[src/rtl/nco_pkg.sv]
// package: register map, fields, reset values and encodings of the oscillator
package nco_pkg;
    // ------------------------------------------------------------
    // register byte addresses
    // ------------------------------------------------------------
    localparam logic [7:0] OFS_CONTROL    = 8'h00;
    localparam logic [7:0] OFS_INCLK_CTRL = 8'h04;
    localparam logic [7:0] OFS_ACC_LOW    = 8'h08;
    localparam logic [7:0] OFS_ACC_HIGH   = 8'h0c;
    localparam logic [7:0] OFS_ACC_UPPER  = 8'h10;
    localparam logic [7:0] OFS_INC_LOW    = 8'h14;
    localparam logic [7:0] OFS_INC_HIGH   = 8'h18;
    localparam logic [7:0] OFS_IRQ        = 8'h1c;
    // ------------------------------------------------------------
    // field positions
    // ------------------------------------------------------------
    localparam int BIT_MODULE_ENABLE = 7;
    localparam int BIT_PIN_OE        = 6;
    localparam int BIT_OUT_STATUS    = 5;
    localparam int BIT_POLARITY      = 4;
    localparam int BIT_PULSE_MODE    = 0;
    localparam int PWS_LSB           = 5;
    localparam int CKS_LSB           = 0;
    localparam int BIT_IRQ_FLAG      = 0;
    localparam int BIT_IRQ_ENABLE    = 1;
    localparam int BIT_GROUP_ENABLE  = 2;
    localparam int BIT_GLOBAL_ENABLE = 3;
    // ------------------------------------------------------------
    // widths and reset values
    // ------------------------------------------------------------
    localparam int ACC_W = 20;
    localparam int INC_W = 16;
    localparam logic [7:0]  RST_BYTE = 8'h00;
    localparam logic [19:0] RST_ACC  = 20'h00000;
    localparam logic [15:0] RST_INC  = 16'h0000;
    // ------------------------------------------------------------
    // encodings
    // ------------------------------------------------------------
    localparam logic [1:0] CKS_EXT_PIN  = 2'h0;
    localparam logic [1:0] CKS_SYS_CLK  = 2'h1;
    localparam logic [1:0] CKS_FAST_OSC = 2'h2;
    localparam logic [1:0] CKS_LOGIC    = 2'h3;
    localparam logic [1:0] RESP_OKAY    = 2'h0;
    localparam logic [1:0] RESP_SLVERR  = 2'h2;
    typedef enum logic [1:0] {
        NCO_PULSE_IDLE   = 2'h1,
        NCO_PULSE_ACTIVE = 2'h2
    } nco_pulse_t;
endpackage : nco_pkg

[src/rtl/nco_core.sv]
// module: numerically controlled oscillator with axi4-lite register slave
// ------------------------------------------------------------
// Overview of operation
// [RULE_01] 20-bit accumulator readable and writable as low, high and upper bytes.
// [RULE_02] each selected input clock edge: accumulator becomes accumulator plus active increment.
// [RULE_03] carry out of that addition is the raw oscillator output.
// [RULE_04] 16-bit increment held in low and high byte registers, both readable and writable.
// [RULE_05] while disabled, increment writes load the internal buffer at once.
// [RULE_06] while enabled, buffer loads on next input edge after low byte write; high first.
// [RULE_07] internal increment buffer cannot be read or written by software.
// [RULE_08] two-bit field selects among four input clock sources.
// [RULE_09] source codes: 11 logic cell, 10 fast oscillator, 01 system clock, 00 pin.
// [RULE_10] fixed duty mode toggles output on each overflow for 50 percent duty.
// [RULE_11] control bit 0 clear selects fixed duty, set selects pulse frequency mode.
// [RULE_12] pulse mode: overflow makes output active for chosen periods, then inactive.
// [RULE_13] pulse mode: output turns active on the input edge right after overflow.
// [RULE_14] three-bit pulse width field applies only in pulse frequency mode.
// [RULE_15] width code n gives two to the power n input clock periods.
// [RULE_16] software keeps pulse width below overflow interval, else behaviour undefined.
// [RULE_17] control bit 4 set inverts output as final stage, clear keeps active high.
// [RULE_18] polarity change with interrupts enabled raises interrupt for resulting transition.
// [RULE_19] read-only control bit 5 shows current output level.
// [RULE_20] each overflow sets flag; irq needs module, peripheral, group and global enables.
// [RULE_21] software clears the overflow flag; hardware never clears it.
// [RULE_22] any reset clears all block registers to zero; pstate_ff resets to NCO_PULSE_IDLE (2'h1) instead.
// [RULE_23] block runs from its selected source independent of system sleep.
// [RULE_24] enabled with fast oscillator selected keeps that oscillator running in sleep.
// [RULE_25] pin driven only while pin output enable set; internal copy always available.
`timescale 1ns/1ps
`default_nettype none
module nco_core (
    input  wire logic        core_clk,
    input  wire logic        arst_n,
    input  wire logic        s_axi_awvalid,
    output logic             s_axi_awready,
    input  wire logic [7:0]  s_axi_awaddr,
    input  wire logic        s_axi_wvalid,
    output logic             s_axi_wready,
    input  wire logic [31:0] s_axi_wdata,
    input  wire logic [3:0]  s_axi_wstrb,
    output logic             s_axi_bvalid,
    input  wire logic        s_axi_bready,
    output logic [1:0]       s_axi_bresp,
    input  wire logic        s_axi_arvalid,
    output logic             s_axi_arready,
    input  wire logic [7:0]  s_axi_araddr,
    output logic             s_axi_rvalid,
    input  wire logic        s_axi_rready,
    output logic [31:0]      s_axi_rdata,
    output logic [1:0]       s_axi_rresp,
    input  wire logic        internal_fast_oscillator,
    input  wire logic        logic_cell_output,
    input  wire logic        external_clock_pin,
    output logic             nco_pin_out,
    output logic             nco_pin_oe,
    output logic             nco_periph_out,
    output logic             fast_osc_keep_on,
    output logic             irq_out
);
    // ------------------------------------------------------------
    // reset release
    // ------------------------------------------------------------
    logic [1:0] rst_sync_ff;
    logic       rst_n;
    always_ff @(posedge core_clk or negedge arst_n) begin
        if (!arst_n) begin
            rst_sync_ff <= 2'h0;
        end else begin
            rst_sync_ff <= {rst_sync_ff[0], 1'b1};
        end
    end
    assign rst_n = rst_sync_ff[1];

    // ------------------------------------------------------------
    // registers
    // ------------------------------------------------------------
    logic                         en_ff, oe_ff, pol_ff, pfm_ff;
    logic [2:0]                   pws_ff;
    logic [1:0]                   cks_ff;
    logic [nco_pkg::ACC_W-1:0]    acc_ff;
    logic [nco_pkg::INC_W-1:0]    inc_hold_ff;
    logic [nco_pkg::INC_W-1:0]    inc_buf_ff;
    logic                         inc_pend_ff;
    logic                         flag_ff, ie_ff, peripheral_group_enable_ff, gie_ff;
    logic                         raw_ff;
    logic [7:0]                   pcnt_ff;
    nco_pkg::nco_pulse_t          pstate_ff;

    // ------------------------------------------------------------
    // write channel
    // ------------------------------------------------------------
    logic        aw_got_ff, w_got_ff;
    logic [7:0]  waddr_ff;
    logic [7:0]  wbyte_ff;
    logic        wlane_ff;
    logic        wr_fire;
    logic [7:0]  wr_val;
    assign wr_fire = aw_got_ff && w_got_ff && !s_axi_bvalid;

    function automatic logic addr_ok(input logic [7:0] a);
        addr_ok = (a[1:0] == 2'h0) && (a <= nco_pkg::OFS_IRQ);
    endfunction : addr_ok

    function automatic logic wr_hit(input logic [7:0] a, input logic [7:0] ofs,
                                    input logic fire, input logic lane);
        wr_hit = fire && lane && (a == ofs);
    endfunction : wr_hit

    always_ff @(posedge core_clk or negedge rst_n) begin
        if (!rst_n) begin
            aw_got_ff     <= 1'b0;
            w_got_ff      <= 1'b0;
            waddr_ff      <= nco_pkg::RST_BYTE;
            wbyte_ff      <= nco_pkg::RST_BYTE;
            wlane_ff      <= 1'b0;
            s_axi_awready <= 1'b0;
            s_axi_wready  <= 1'b0;
            s_axi_bvalid  <= 1'b0;
            s_axi_bresp   <= nco_pkg::RESP_OKAY;
        end else begin
            // either channel may arrive first; each ready drops once its item is held
            s_axi_awready <= !aw_got_ff && !(s_axi_awvalid && s_axi_awready);
            s_axi_wready  <= !w_got_ff && !(s_axi_wvalid && s_axi_wready);
            if (s_axi_awvalid && s_axi_awready) begin
                aw_got_ff <= 1'b1;
                waddr_ff  <= s_axi_awaddr;
            end
            if (s_axi_wvalid && s_axi_wready) begin
                w_got_ff <= 1'b1;
                wbyte_ff <= s_axi_wdata[7:0];
                wlane_ff <= s_axi_wstrb[0];
            end
            if (wr_fire) begin
                s_axi_bvalid <= 1'b1;
                s_axi_bresp  <= addr_ok(waddr_ff) ? nco_pkg::RESP_OKAY : nco_pkg::RESP_SLVERR;
            end else if (s_axi_bvalid && s_axi_bready) begin
                s_axi_bvalid  <= 1'b0;
                aw_got_ff     <= 1'b0;
                w_got_ff      <= 1'b0;
                s_axi_awready <= 1'b1;
                s_axi_wready  <= 1'b1;
            end
        end
    end
    assign wr_val = wbyte_ff;

    logic w_ctrl, w_clk, w_accl, w_acch, w_accu, w_incl, w_inch, w_irq, w_acc_any;
    assign w_ctrl    = wr_hit(waddr_ff, nco_pkg::OFS_CONTROL, wr_fire, wlane_ff);
    assign w_clk     = wr_hit(waddr_ff, nco_pkg::OFS_INCLK_CTRL, wr_fire, wlane_ff);
    assign w_accl    = wr_hit(waddr_ff, nco_pkg::OFS_ACC_LOW, wr_fire, wlane_ff);
    assign w_acch    = wr_hit(waddr_ff, nco_pkg::OFS_ACC_HIGH, wr_fire, wlane_ff);
    assign w_accu    = wr_hit(waddr_ff, nco_pkg::OFS_ACC_UPPER, wr_fire, wlane_ff);
    assign w_incl    = wr_hit(waddr_ff, nco_pkg::OFS_INC_LOW, wr_fire, wlane_ff);
    assign w_inch    = wr_hit(waddr_ff, nco_pkg::OFS_INC_HIGH, wr_fire, wlane_ff);
    assign w_irq     = wr_hit(waddr_ff, nco_pkg::OFS_IRQ, wr_fire, wlane_ff);
    assign w_acc_any = w_accl || w_acch || w_accu;

    // ------------------------------------------------------------
    // input clock selection
    // ------------------------------------------------------------
    logic [2:0] src_s1_ff, src_s2_ff;
    logic       src_prev_ff;
    logic       src_lvl, tick;
    always_ff @(posedge core_clk or negedge rst_n) begin
        if (!rst_n) begin
            src_s1_ff   <= 3'h0;
            src_s2_ff   <= 3'h0;
            src_prev_ff <= 1'b0;
        end else begin
            src_s1_ff   <= {logic_cell_output, internal_fast_oscillator, external_clock_pin};
            src_s2_ff   <= src_s1_ff;
            src_prev_ff <= src_lvl;
        end
    end
    always_comb begin
        case (cks_ff) // [RULE_08] [RULE_09]
            nco_pkg::CKS_EXT_PIN:  src_lvl = src_s2_ff[0];
            nco_pkg::CKS_FAST_OSC: src_lvl = src_s2_ff[1];
            nco_pkg::CKS_LOGIC:    src_lvl = src_s2_ff[2];
            default:               src_lvl = 1'b0;
        endcase
    end
    // the system clock source advances on every core clock; the others on their rising edge
    assign tick = en_ff && ((cks_ff == nco_pkg::CKS_SYS_CLK) || (src_lvl && !src_prev_ff)); // [RULE_08]

    // ------------------------------------------------------------
    // control registers
    // ------------------------------------------------------------
    always_ff @(posedge core_clk or negedge rst_n) begin
        if (!rst_n) begin // [RULE_22]
            en_ff  <= 1'b0;
            oe_ff  <= 1'b0;
            pol_ff <= 1'b0;
            pfm_ff <= 1'b0;
            pws_ff <= 3'h0;
            cks_ff <= 2'h0;
        end else begin
            if (w_ctrl) begin
                en_ff  <= wr_val[nco_pkg::BIT_MODULE_ENABLE];
                oe_ff  <= wr_val[nco_pkg::BIT_PIN_OE];
                pol_ff <= wr_val[nco_pkg::BIT_POLARITY];
                pfm_ff <= wr_val[nco_pkg::BIT_PULSE_MODE]; // [RULE_11]
            end
            if (w_clk) begin
                pws_ff <= wr_val[nco_pkg::PWS_LSB +: 3];
                cks_ff <= wr_val[nco_pkg::CKS_LSB +: 2];
            end
        end
    end

    // ------------------------------------------------------------
    // increment holding and buffer
    // ------------------------------------------------------------
    logic [nco_pkg::INC_W-1:0] nxt_inc_hold;
    always_comb begin
        nxt_inc_hold = inc_hold_ff;
        if (w_incl) begin
            nxt_inc_hold[7:0] = wr_val;
        end
        if (w_inch) begin
            nxt_inc_hold[15:8] = wr_val;
        end
    end
    always_ff @(posedge core_clk or negedge rst_n) begin
        if (!rst_n) begin
            inc_hold_ff <= nco_pkg::RST_INC;
            inc_buf_ff  <= nco_pkg::RST_INC;
            inc_pend_ff <= 1'b0;
        end else begin
            inc_hold_ff <= nxt_inc_hold; // [RULE_04]
            if (!en_ff && (w_incl || w_inch)) begin
                inc_buf_ff  <= nxt_inc_hold; // [RULE_05]
                inc_pend_ff <= 1'b0;
            end else if (en_ff && w_incl) begin
                inc_pend_ff <= 1'b1; // [RULE_06]
            end else if (inc_pend_ff && tick) begin
                inc_buf_ff  <= inc_hold_ff; // [RULE_06]
                inc_pend_ff <= 1'b0;
            end
        end
    end

    // ------------------------------------------------------------
    // accumulator and adder
    // ------------------------------------------------------------
    logic [nco_pkg::ACC_W:0] sum;
    logic                    ovf;
    // the add runs off the buffered increment, never the holding bytes
    assign sum = {1'b0, acc_ff} + {5'h00, inc_buf_ff}; // [RULE_02] [RULE_07]
    assign ovf = tick && sum[nco_pkg::ACC_W]; // [RULE_03]
    always_ff @(posedge core_clk or negedge rst_n) begin
        if (!rst_n) begin
            acc_ff <= nco_pkg::RST_ACC;
        end else if (w_acc_any) begin
            // a software write wins over a coincident add
            if (w_accl) acc_ff[7:0] <= wr_val; // [RULE_01]
            if (w_acch) acc_ff[15:8] <= wr_val;
            if (w_accu) acc_ff[19:16] <= wr_val[3:0];
        end else if (tick) begin
            acc_ff <= sum[nco_pkg::ACC_W-1:0]; // [RULE_02] [RULE_23]
        end
    end

    // ------------------------------------------------------------
    // output shaping
    // ------------------------------------------------------------
    logic [7:0] pw_len;
    assign pw_len = 8'h01 << pws_ff; // [RULE_15]
    always_ff @(posedge core_clk or negedge rst_n) begin
        if (!rst_n) begin
            raw_ff    <= 1'b0;
            pcnt_ff   <= 8'h00;
            pstate_ff <= nco_pkg::NCO_PULSE_IDLE;
        end else if (!en_ff) begin
            raw_ff    <= 1'b0;
            pstate_ff <= nco_pkg::NCO_PULSE_IDLE;
        end else if (!pfm_ff) begin
            pstate_ff <= nco_pkg::NCO_PULSE_IDLE;
            if (ovf) raw_ff <= !raw_ff; // [RULE_10]
        end else begin
            case (pstate_ff)
                nco_pkg::NCO_PULSE_IDLE: begin
                    raw_ff <= 1'b0;
                    if (ovf) begin
                        raw_ff    <= 1'b1; // [RULE_13]
                        pcnt_ff   <= pw_len - 8'h01; // [RULE_14]
                        pstate_ff <= nco_pkg::NCO_PULSE_ACTIVE;
                    end
                end
                nco_pkg::NCO_PULSE_ACTIVE: begin
                    // an overflow inside the pulse restarts it; that case is left to software
                    if (ovf) begin
                        pcnt_ff <= pw_len - 8'h01; // [RULE_16]
                    end else if (tick) begin
                        if (pcnt_ff == 8'h00) begin
                            raw_ff    <= 1'b0; // [RULE_12]
                            pstate_ff <= nco_pkg::NCO_PULSE_IDLE;
                        end else begin
                            pcnt_ff <= pcnt_ff - 8'h01;
                        end
                    end
                end
                default: begin
                    raw_ff    <= 1'b0;
                    pstate_ff <= nco_pkg::NCO_PULSE_IDLE;
                end
            endcase
        end
    end

    logic out_lvl;
    assign out_lvl = raw_ff ^ pol_ff; // [RULE_17]
    always_ff @(posedge core_clk or negedge rst_n) begin
        if (!rst_n) begin
            nco_periph_out   <= 1'b0;
            nco_pin_out      <= 1'b0;
            nco_pin_oe       <= 1'b0;
            fast_osc_keep_on <= 1'b0;
        end else begin
            nco_periph_out   <= out_lvl; // [RULE_25]
            nco_pin_out      <= oe_ff && out_lvl; // [RULE_25]
            nco_pin_oe       <= oe_ff;
            fast_osc_keep_on <= en_ff && (cks_ff == nco_pkg::CKS_FAST_OSC); // [RULE_24]
        end
    end

    // ------------------------------------------------------------
    // interrupt flag and enables
    // ------------------------------------------------------------
    logic pol_chg;
    assign pol_chg = w_ctrl && (wr_val[nco_pkg::BIT_POLARITY] != pol_ff) && ie_ff;
    always_ff @(posedge core_clk or negedge rst_n) begin
        if (!rst_n) begin
            flag_ff <= 1'b0;
            ie_ff   <= 1'b0;
            peripheral_group_enable_ff <= 1'b0;
            gie_ff  <= 1'b0;
            irq_out <= 1'b0;
        end else begin
            if (w_irq) begin
                ie_ff   <= wr_val[nco_pkg::BIT_IRQ_ENABLE];
                peripheral_group_enable_ff <= wr_val[nco_pkg::BIT_GROUP_ENABLE];
                gie_ff  <= wr_val[nco_pkg::BIT_GLOBAL_ENABLE];
            end
            // a set in the clearing cycle wins
            if (ovf || pol_chg) begin
                flag_ff <= 1'b1; // [RULE_20] [RULE_18]
            end else if (w_irq && !wr_val[nco_pkg::BIT_IRQ_FLAG]) begin
                flag_ff <= 1'b0; // [RULE_21]
            end
            irq_out <= flag_ff && en_ff && ie_ff && peripheral_group_enable_ff && gie_ff; // [RULE_20]
        end
    end

    // ------------------------------------------------------------
    // read channel
    // ------------------------------------------------------------
    logic [7:0] rd_val;
    always_comb begin
        case (s_axi_araddr)
            nco_pkg::OFS_CONTROL:    rd_val = {en_ff, oe_ff, out_lvl, pol_ff, 3'h0, pfm_ff}; // [RULE_19]
            nco_pkg::OFS_INCLK_CTRL: rd_val = {pws_ff, 3'h0, cks_ff};
            nco_pkg::OFS_ACC_LOW:    rd_val = acc_ff[7:0];
            nco_pkg::OFS_ACC_HIGH:   rd_val = acc_ff[15:8];
            nco_pkg::OFS_ACC_UPPER:  rd_val = {4'h0, acc_ff[19:16]};
            nco_pkg::OFS_INC_LOW:    rd_val = inc_hold_ff[7:0]; // [RULE_07]
            nco_pkg::OFS_INC_HIGH:   rd_val = inc_hold_ff[15:8];
            nco_pkg::OFS_IRQ:        rd_val = {4'h0, gie_ff, peripheral_group_enable_ff, ie_ff, flag_ff};
            default:                 rd_val = 8'h00;
        endcase
    end
    always_ff @(posedge core_clk or negedge rst_n) begin
        if (!rst_n) begin
            s_axi_arready <= 1'b0;
            s_axi_rvalid  <= 1'b0;
            s_axi_rdata   <= 32'h00000000;
            s_axi_rresp   <= nco_pkg::RESP_OKAY;
        end else if (s_axi_arvalid && s_axi_arready) begin
            s_axi_arready <= 1'b0;
            s_axi_rvalid  <= 1'b1;
            s_axi_rdata   <= {24'h000000, rd_val};
            s_axi_rresp   <= addr_ok(s_axi_araddr) ? nco_pkg::RESP_OKAY : nco_pkg::RESP_SLVERR;
        end else if (s_axi_rvalid && s_axi_rready) begin
            s_axi_rvalid  <= 1'b0;
            s_axi_arready <= 1'b1;
        end else if (!s_axi_rvalid) begin
            s_axi_arready <= 1'b1;
        end
    end

    // ------------------------------------------------------------
    // checks
    // ------------------------------------------------------------
    property p_acc_add;
        @(posedge core_clk) disable iff (!rst_n)
        (tick && !w_acc_any) |=> (acc_ff == $past(sum[19:0]));
    endproperty
    a_acc_add: assert property (p_acc_add) else $error("accumulator did not add"); // [RULE_02]

    property p_fdc_toggle;
        @(posedge core_clk) disable iff (!rst_n)
        (ovf && en_ff && !pfm_ff && !w_ctrl) |=> (raw_ff != $past(raw_ff));
    endproperty
    a_fdc_toggle: assert property (p_fdc_toggle) else $error("fixed duty output did not toggle"); // [RULE_10]

    property p_pf_start;
        @(posedge core_clk) disable iff (!rst_n)
        (ovf && pfm_ff && !w_ctrl) |=> raw_ff;
    endproperty
    a_pf_start: assert property (p_pf_start) else $error("pulse not started on overflow"); // [RULE_13]

    property p_pf_one;
        @(posedge core_clk) disable iff (!rst_n)
        (pstate_ff == nco_pkg::NCO_PULSE_ACTIVE && tick && !ovf && pcnt_ff == 8'h00 && !w_ctrl) |=> !raw_ff;
    endproperty
    a_pf_one: assert property (p_pf_one) else $error("pulse did not end"); // [RULE_12]

    property p_flag_set;
        @(posedge core_clk) disable iff (!rst_n)
        ovf |=> flag_ff;
    endproperty
    a_flag_set: assert property (p_flag_set) else $error("overflow flag not set"); // [RULE_20]

    property p_irq_gate;
        @(posedge core_clk) disable iff (!rst_n)
        irq_out |-> $past(flag_ff && gie_ff && peripheral_group_enable_ff);
    endproperty
    a_irq_gate: assert property (p_irq_gate) else $error("interrupt without flag and enables"); // [RULE_20]

    property p_inc_now;
        @(posedge core_clk) disable iff (!rst_n)
        (!en_ff && w_inch) |=> (inc_buf_ff[15:8] == $past(wr_val));
    endproperty
    a_inc_now: assert property (p_inc_now) else $error("disabled increment not loaded"); // [RULE_05]

    property p_pin_gate;
        @(posedge core_clk) disable iff (!rst_n)
        !nco_pin_oe |-> !nco_pin_out;
    endproperty
    a_pin_gate: assert property (p_pin_gate) else $error("pin driven while disabled"); // [RULE_25]

    property p_bhold;
        @(posedge core_clk) disable iff (!rst_n)
        (s_axi_bvalid && !s_axi_bready) |=> (s_axi_bvalid && $stable(s_axi_bresp));
    endproperty
    a_bhold: assert property (p_bhold) else $error("write response dropped");
endmodule : nco_core
`default_nettype wire

[config.mk]
export PLATFORM = sky130hd
export DESIGN_NAME = nco_core
export DESIGN_NICKNAME = d
export VERILOG_FILES = /design/src/rtl/nco_pkg.sv /design/src/rtl/nco_core.sv
export SDC_FILE = /design/constraint.sdc
export NUM_CORES = 1
export LEC_CHECK = 0
export BUFFER_PORTS_ARGS = -buffer_cell sky130_fd_sc_hd__buf_2
export CAP_MARGIN = 30
export CORE_AREA = 2 2 160 162
export DETAILED_ROUTE_END_ITERATION = 12
export DIE_AREA = 0 0 162 164
export HOLD_SLACK_MARGIN = 0.05
export PLACE_DENSITY = 0.53
export SKIP_LAST_GASP = 1
export SLEW_MARGIN = 40
export SYNTH_ARGS = -nofsm -noshare
export SYNTH_HDL_FRONTEND = slang
export SYNTH_SLANG_ARGS = --single-unit
export TNS_END_PERCENT = 50
[constraint.sdc]
create_clock -name core_clk -period 5.5 [get_ports core_clk]
set_input_delay 1.1 -clock core_clk [delete_from_list [all_inputs] [get_ports core_clk]]
set_output_delay 1.1 -clock core_clk [all_outputs]
set_load 0.03 [all_outputs]
==> results by group <==
GRT
  • First-pass GRT wire length: 29110 um
  • Vias in the first global route: 5100
  • Overflow after GRT: 0
  • Initial antenna violation count: 1
  • GRT Resource Usage Total: 14.41%
  • Largest net degree at the start of global routing: 62

Clocking
  • CTS tree: done
  • Clock sinks: 125
  • Post-CTS Hold Buffers: 0
  • Worst skew pair latency: between 0.4 and 0.5 ns
  • Clk buf depth: 2
  • Clock-pin slew on the worst setup and hold paths: approximately 0.060 ns
  • Clk root buf: clkbuf_16
  • H-tree level count: 4
  • Setup bufs post-CTS: 0
  • CTS buffer count: 17
  • CTS resizes: 0

Drt
  • Routed via count: between 5000 and 6000
  • Final ANT Viol Nets: 0
  • Drt pass-1 iters: 5
  • Initial DRC Count: around 450
  • Routed vias/inst: a little under 5
  • DR WL/cell: around 17 um
  • DRC: 0
  • Final WL: between 15000 and 20000 um

STA
  • Rel. slew slack: ~49%
  • RSZ-0062 raised after global routing: no
  • Highest Clock Rate: around 0.3 GHz
  • Final period util: about three fifths
  • Fin worst setup slack: between 2 and 2.5 ns
  • Setup TNS: 0 ns
  • Hold_ws: approximately 0.26 ns
  • Max Slew Vio Count: 0
  • Hold Fails Final Rpt: 0
  • Min Tclk post-route: about 3.3 ns
  • Final setup fails: 0
  • Worst-margin pin slew: between 0.7 and 0.8 ns
  • Clk_skew: 0.01021 ns

Run
  • Max-cap violations: 0

Layout
  • Nets@finish: ~810
  • Post-layout util: 32.26%
  • Layout area overhead: 16.83%
  • Layout cells sized above 1: a little under a quarter
  • Multi-input gate area: roughly 3500 sq um
  • Register area: between 3000 and 4000 sq um
  • FILL cells: roughly 2600
  • Post-route insts no fill: ~1100

Power
  • Sw power: 812.5 uW
  • Seq pwr share: a little under half
  • Clock network power share: 41.7%
  • Lkg Pwr: roughly 0.0037 uW
  • PwrDens: approximately 340 nW/um^2
  • Peak VDD IR: about 0.26 mV
  • Int Pwr: 1888 uW
  • Comb power frac: between 10% and 20%
  • Sw Share: 30.08%

Placed design
  • Placed Cells: between 1000 and 1500
  • Pre-CTS WS: approximately 2.2 ns
  • GP Congestion: 0.8866
  • Post-DP HPWL: roughly 13000 um
  • Port Buffers: 54

Worst setup path
  • Critical path class: reg -> reg
  • Maximum fanout along the worst path: 9
  • CP endpoint kind: flip-flop
  • Arrival time at the worst endpoint: 3.65 ns
  • Required @ worst endpoint: 5.81 ns
  • Crit path launch type: flip-flop

Die
  • # IOs: between 100 and 150
  • Die width: about 160 um
  • Core area: approximately 25000 sq um
  • Initial Util: approximately 28%
  • Die ar.: around 27000 sq um
  • Die height: 164 um
  • Row cnt: slightly below 60

Yosys
  • Area leader, netlist: dfrtp_1
  • Ranking of synthesized cells by area: dfrtp_1 45%, mux2_2 8.9%, o21ai_0 5.1%
  • Number of synthesized register bits: approximately 130
  • Synth top area share: a little under half
  • Most used DFF post-synth: dfrtp_1
  • Post-synth EDFFs: 0
  • Cell count after synthesis: between 600 and 700
  • Ys Warns: 0
  • Post-synthesis sequential area ratio: between 40% and 50%
  • Avg Inst Size Synth: ~10 sq um
  • Synth Cell Area: between 6000 and 7000 sq um
  • Synth cell types: 70
  • Synth async-reset ratio: 100.0%

Run status
  • Status: finished clean

Min path
  • Min-Delay Path Class: reg -> async
## through the flow
stage | power, uW | cell area, sq um
after CTS | 2729 | 7996
final | 2701 | 8008
after global routing | 2830 | 8008
after global placement | 1585 | 7360
after floorplan | 1456 | 6948
after detailed placement | 1594 | 7401
## logic make-up after synthesis
group | count (synthesis) | share of synthesized area, %
buffers and inverters | 62 | 5.166
muxes | 78 | 12.38
DFF | 125 | 45.66
other | 2 | 0.1096
adders and majority gates | 19 | 3.578
xor gates and xnor gates | 14 | 1.789
and+or+nand+nor | 183 | 13.23
AOI/OAI and AO/OA | 188 | 18.09
## sequential cells by signal (all words and copies together) (netlist names), 2 cells and up
register and count:
cks_ff 2, inc_buf_ff 16, pws_ff 3, inc_hold_ff 16, rst_sync_ff 2, wbyte_ff 8, pstate_ff 2, src_s1_ff 3
s_axi_rdata 8, waddr_ff 8, acc_ff 20, src_s2_ff 3, pcnt_ff 8
## layout make-up
type,instances,area share [%]
repair buffers,58,3.953
inverters,14,0.6563
well taps,330,5.156
multi-input cells,509,43.64
clock buffers,19,5.656
clock inverters,13,1.781
diodes,1,0.03125
flip-flops and latches,125,39.12
## cell usage in the layout, fill, tap and decap left out, drive strengths merged, types with 4 or more instances in the layout
| master | n |
|---|---|
| a211oi | 4 |
| a21boi | 4 |
| a21o | 15 |
| a21oi | 26 |
| a221oi | 6 |
| a22o | 6 |
| a22oi | 11 |
| and2 | 6 |
| and3 | 4 |
| buf | 58 |
| clkbuf | 19 |
| clkinv | 6 |
| clkinvlp | 5 |
| conb | 27 |
| dfrtp | 124 |
| ha | 18 |
| inv | 14 |
| mux2 | 54 |
| mux2i | 24 |
| nand2 | 72 |
| nand2b | 9 |
| nand3 | 14 |
| nand3b | 4 |
| nand4 | 5 |
| nor2 | 25 |
| nor2b | 7 |
| nor3 | 16 |
| nor4 | 6 |
| o21a | 5 |
| o21ai | 71 |
| o22ai | 5 |
| or3 | 5 |
| xnor2 | 6 |
| xor2 | 8 |
## Yosys cell counts (all sizes together) (6+ instances only)
cell type  instances
dfrtp            124
nand2             72
o21ai             71
mux2              54
buf               34
a21oi             26
nor2              25
mux2i             24
ha                18
nor3              16
a21o              15
clkbuf            14
inv               14
nand3             14
a22oi             11
nand2b             9
xor2               8
nor2b              7
a221oi             6
a22o               6
and2               6
nor4               6
xnor2              6
## worst paths after layout
check / depth (start not counted) / startpoint / end / slack, ns
worst max-delay path: 9 / acc_ff[0]$_DFFE_PN0P_ / pcnt_ff[6]$_DFFE_PN0P_ / 2.15
worst min-delay path: 0 / rst_sync_ff[1]$_DFF_PN0_ / inc_buf_ff[2]$_DFFE_PN0P_ / 0.26
worst max register to register: 9 / acc_ff[0]$_DFFE_PN0P_ / pcnt_ff[6]$_DFFE_PN0P_ / 2.15
worst min register to register: 0 / rst_sync_ff[1]$_DFF_PN0_ / inc_buf_ff[2]$_DFFE_PN0P_ / 0.26
max in group asynchronous: 2 / rst_sync_ff[1]$_DFF_PN0_ / acc_ff[13]$_DFFE_PN0P_ / 4.09
min in group core_clk: 0 / src_s1_ff[2]$_DFF_PN0_ / src_s2_ff[2]$_DFF_PN0_ / 0.35
## power groups by stage
stage	Sequential, uW	Clock, uW	Combinational, uW
finish	1220	1130	356
global route	1240	1190	395
CTS	1220	1150	359
detailed placement	1240	0	358
global placement	1240	0	347
floorplan	1190	0	265
## worst max-delay path, cell delays in order, from the launching register on
cell	delay, ns
dfrtp_1	0.38
ha_1	0.28
fa_1	0.31
a211oi_1	0.12
o21a_1	0.23
or4_4	0.46
a2111oi_4	0.66
nand2b_1	0.40
o32ai_1	0.15
a22o_1	0.24
## layer usage
layer / track usage (%) / up-vias / routed length, um
met5: 0 / - / 0
met4: 5.109 / 0 / 271
met3: 3.384 / 15 / 790
met2: 21.91 / 137 / 8213
met1: 20.06 / 2574 / 8948
li1: - / 2530 / -
No activity file was read; power rests on OpenSTA's default activity.
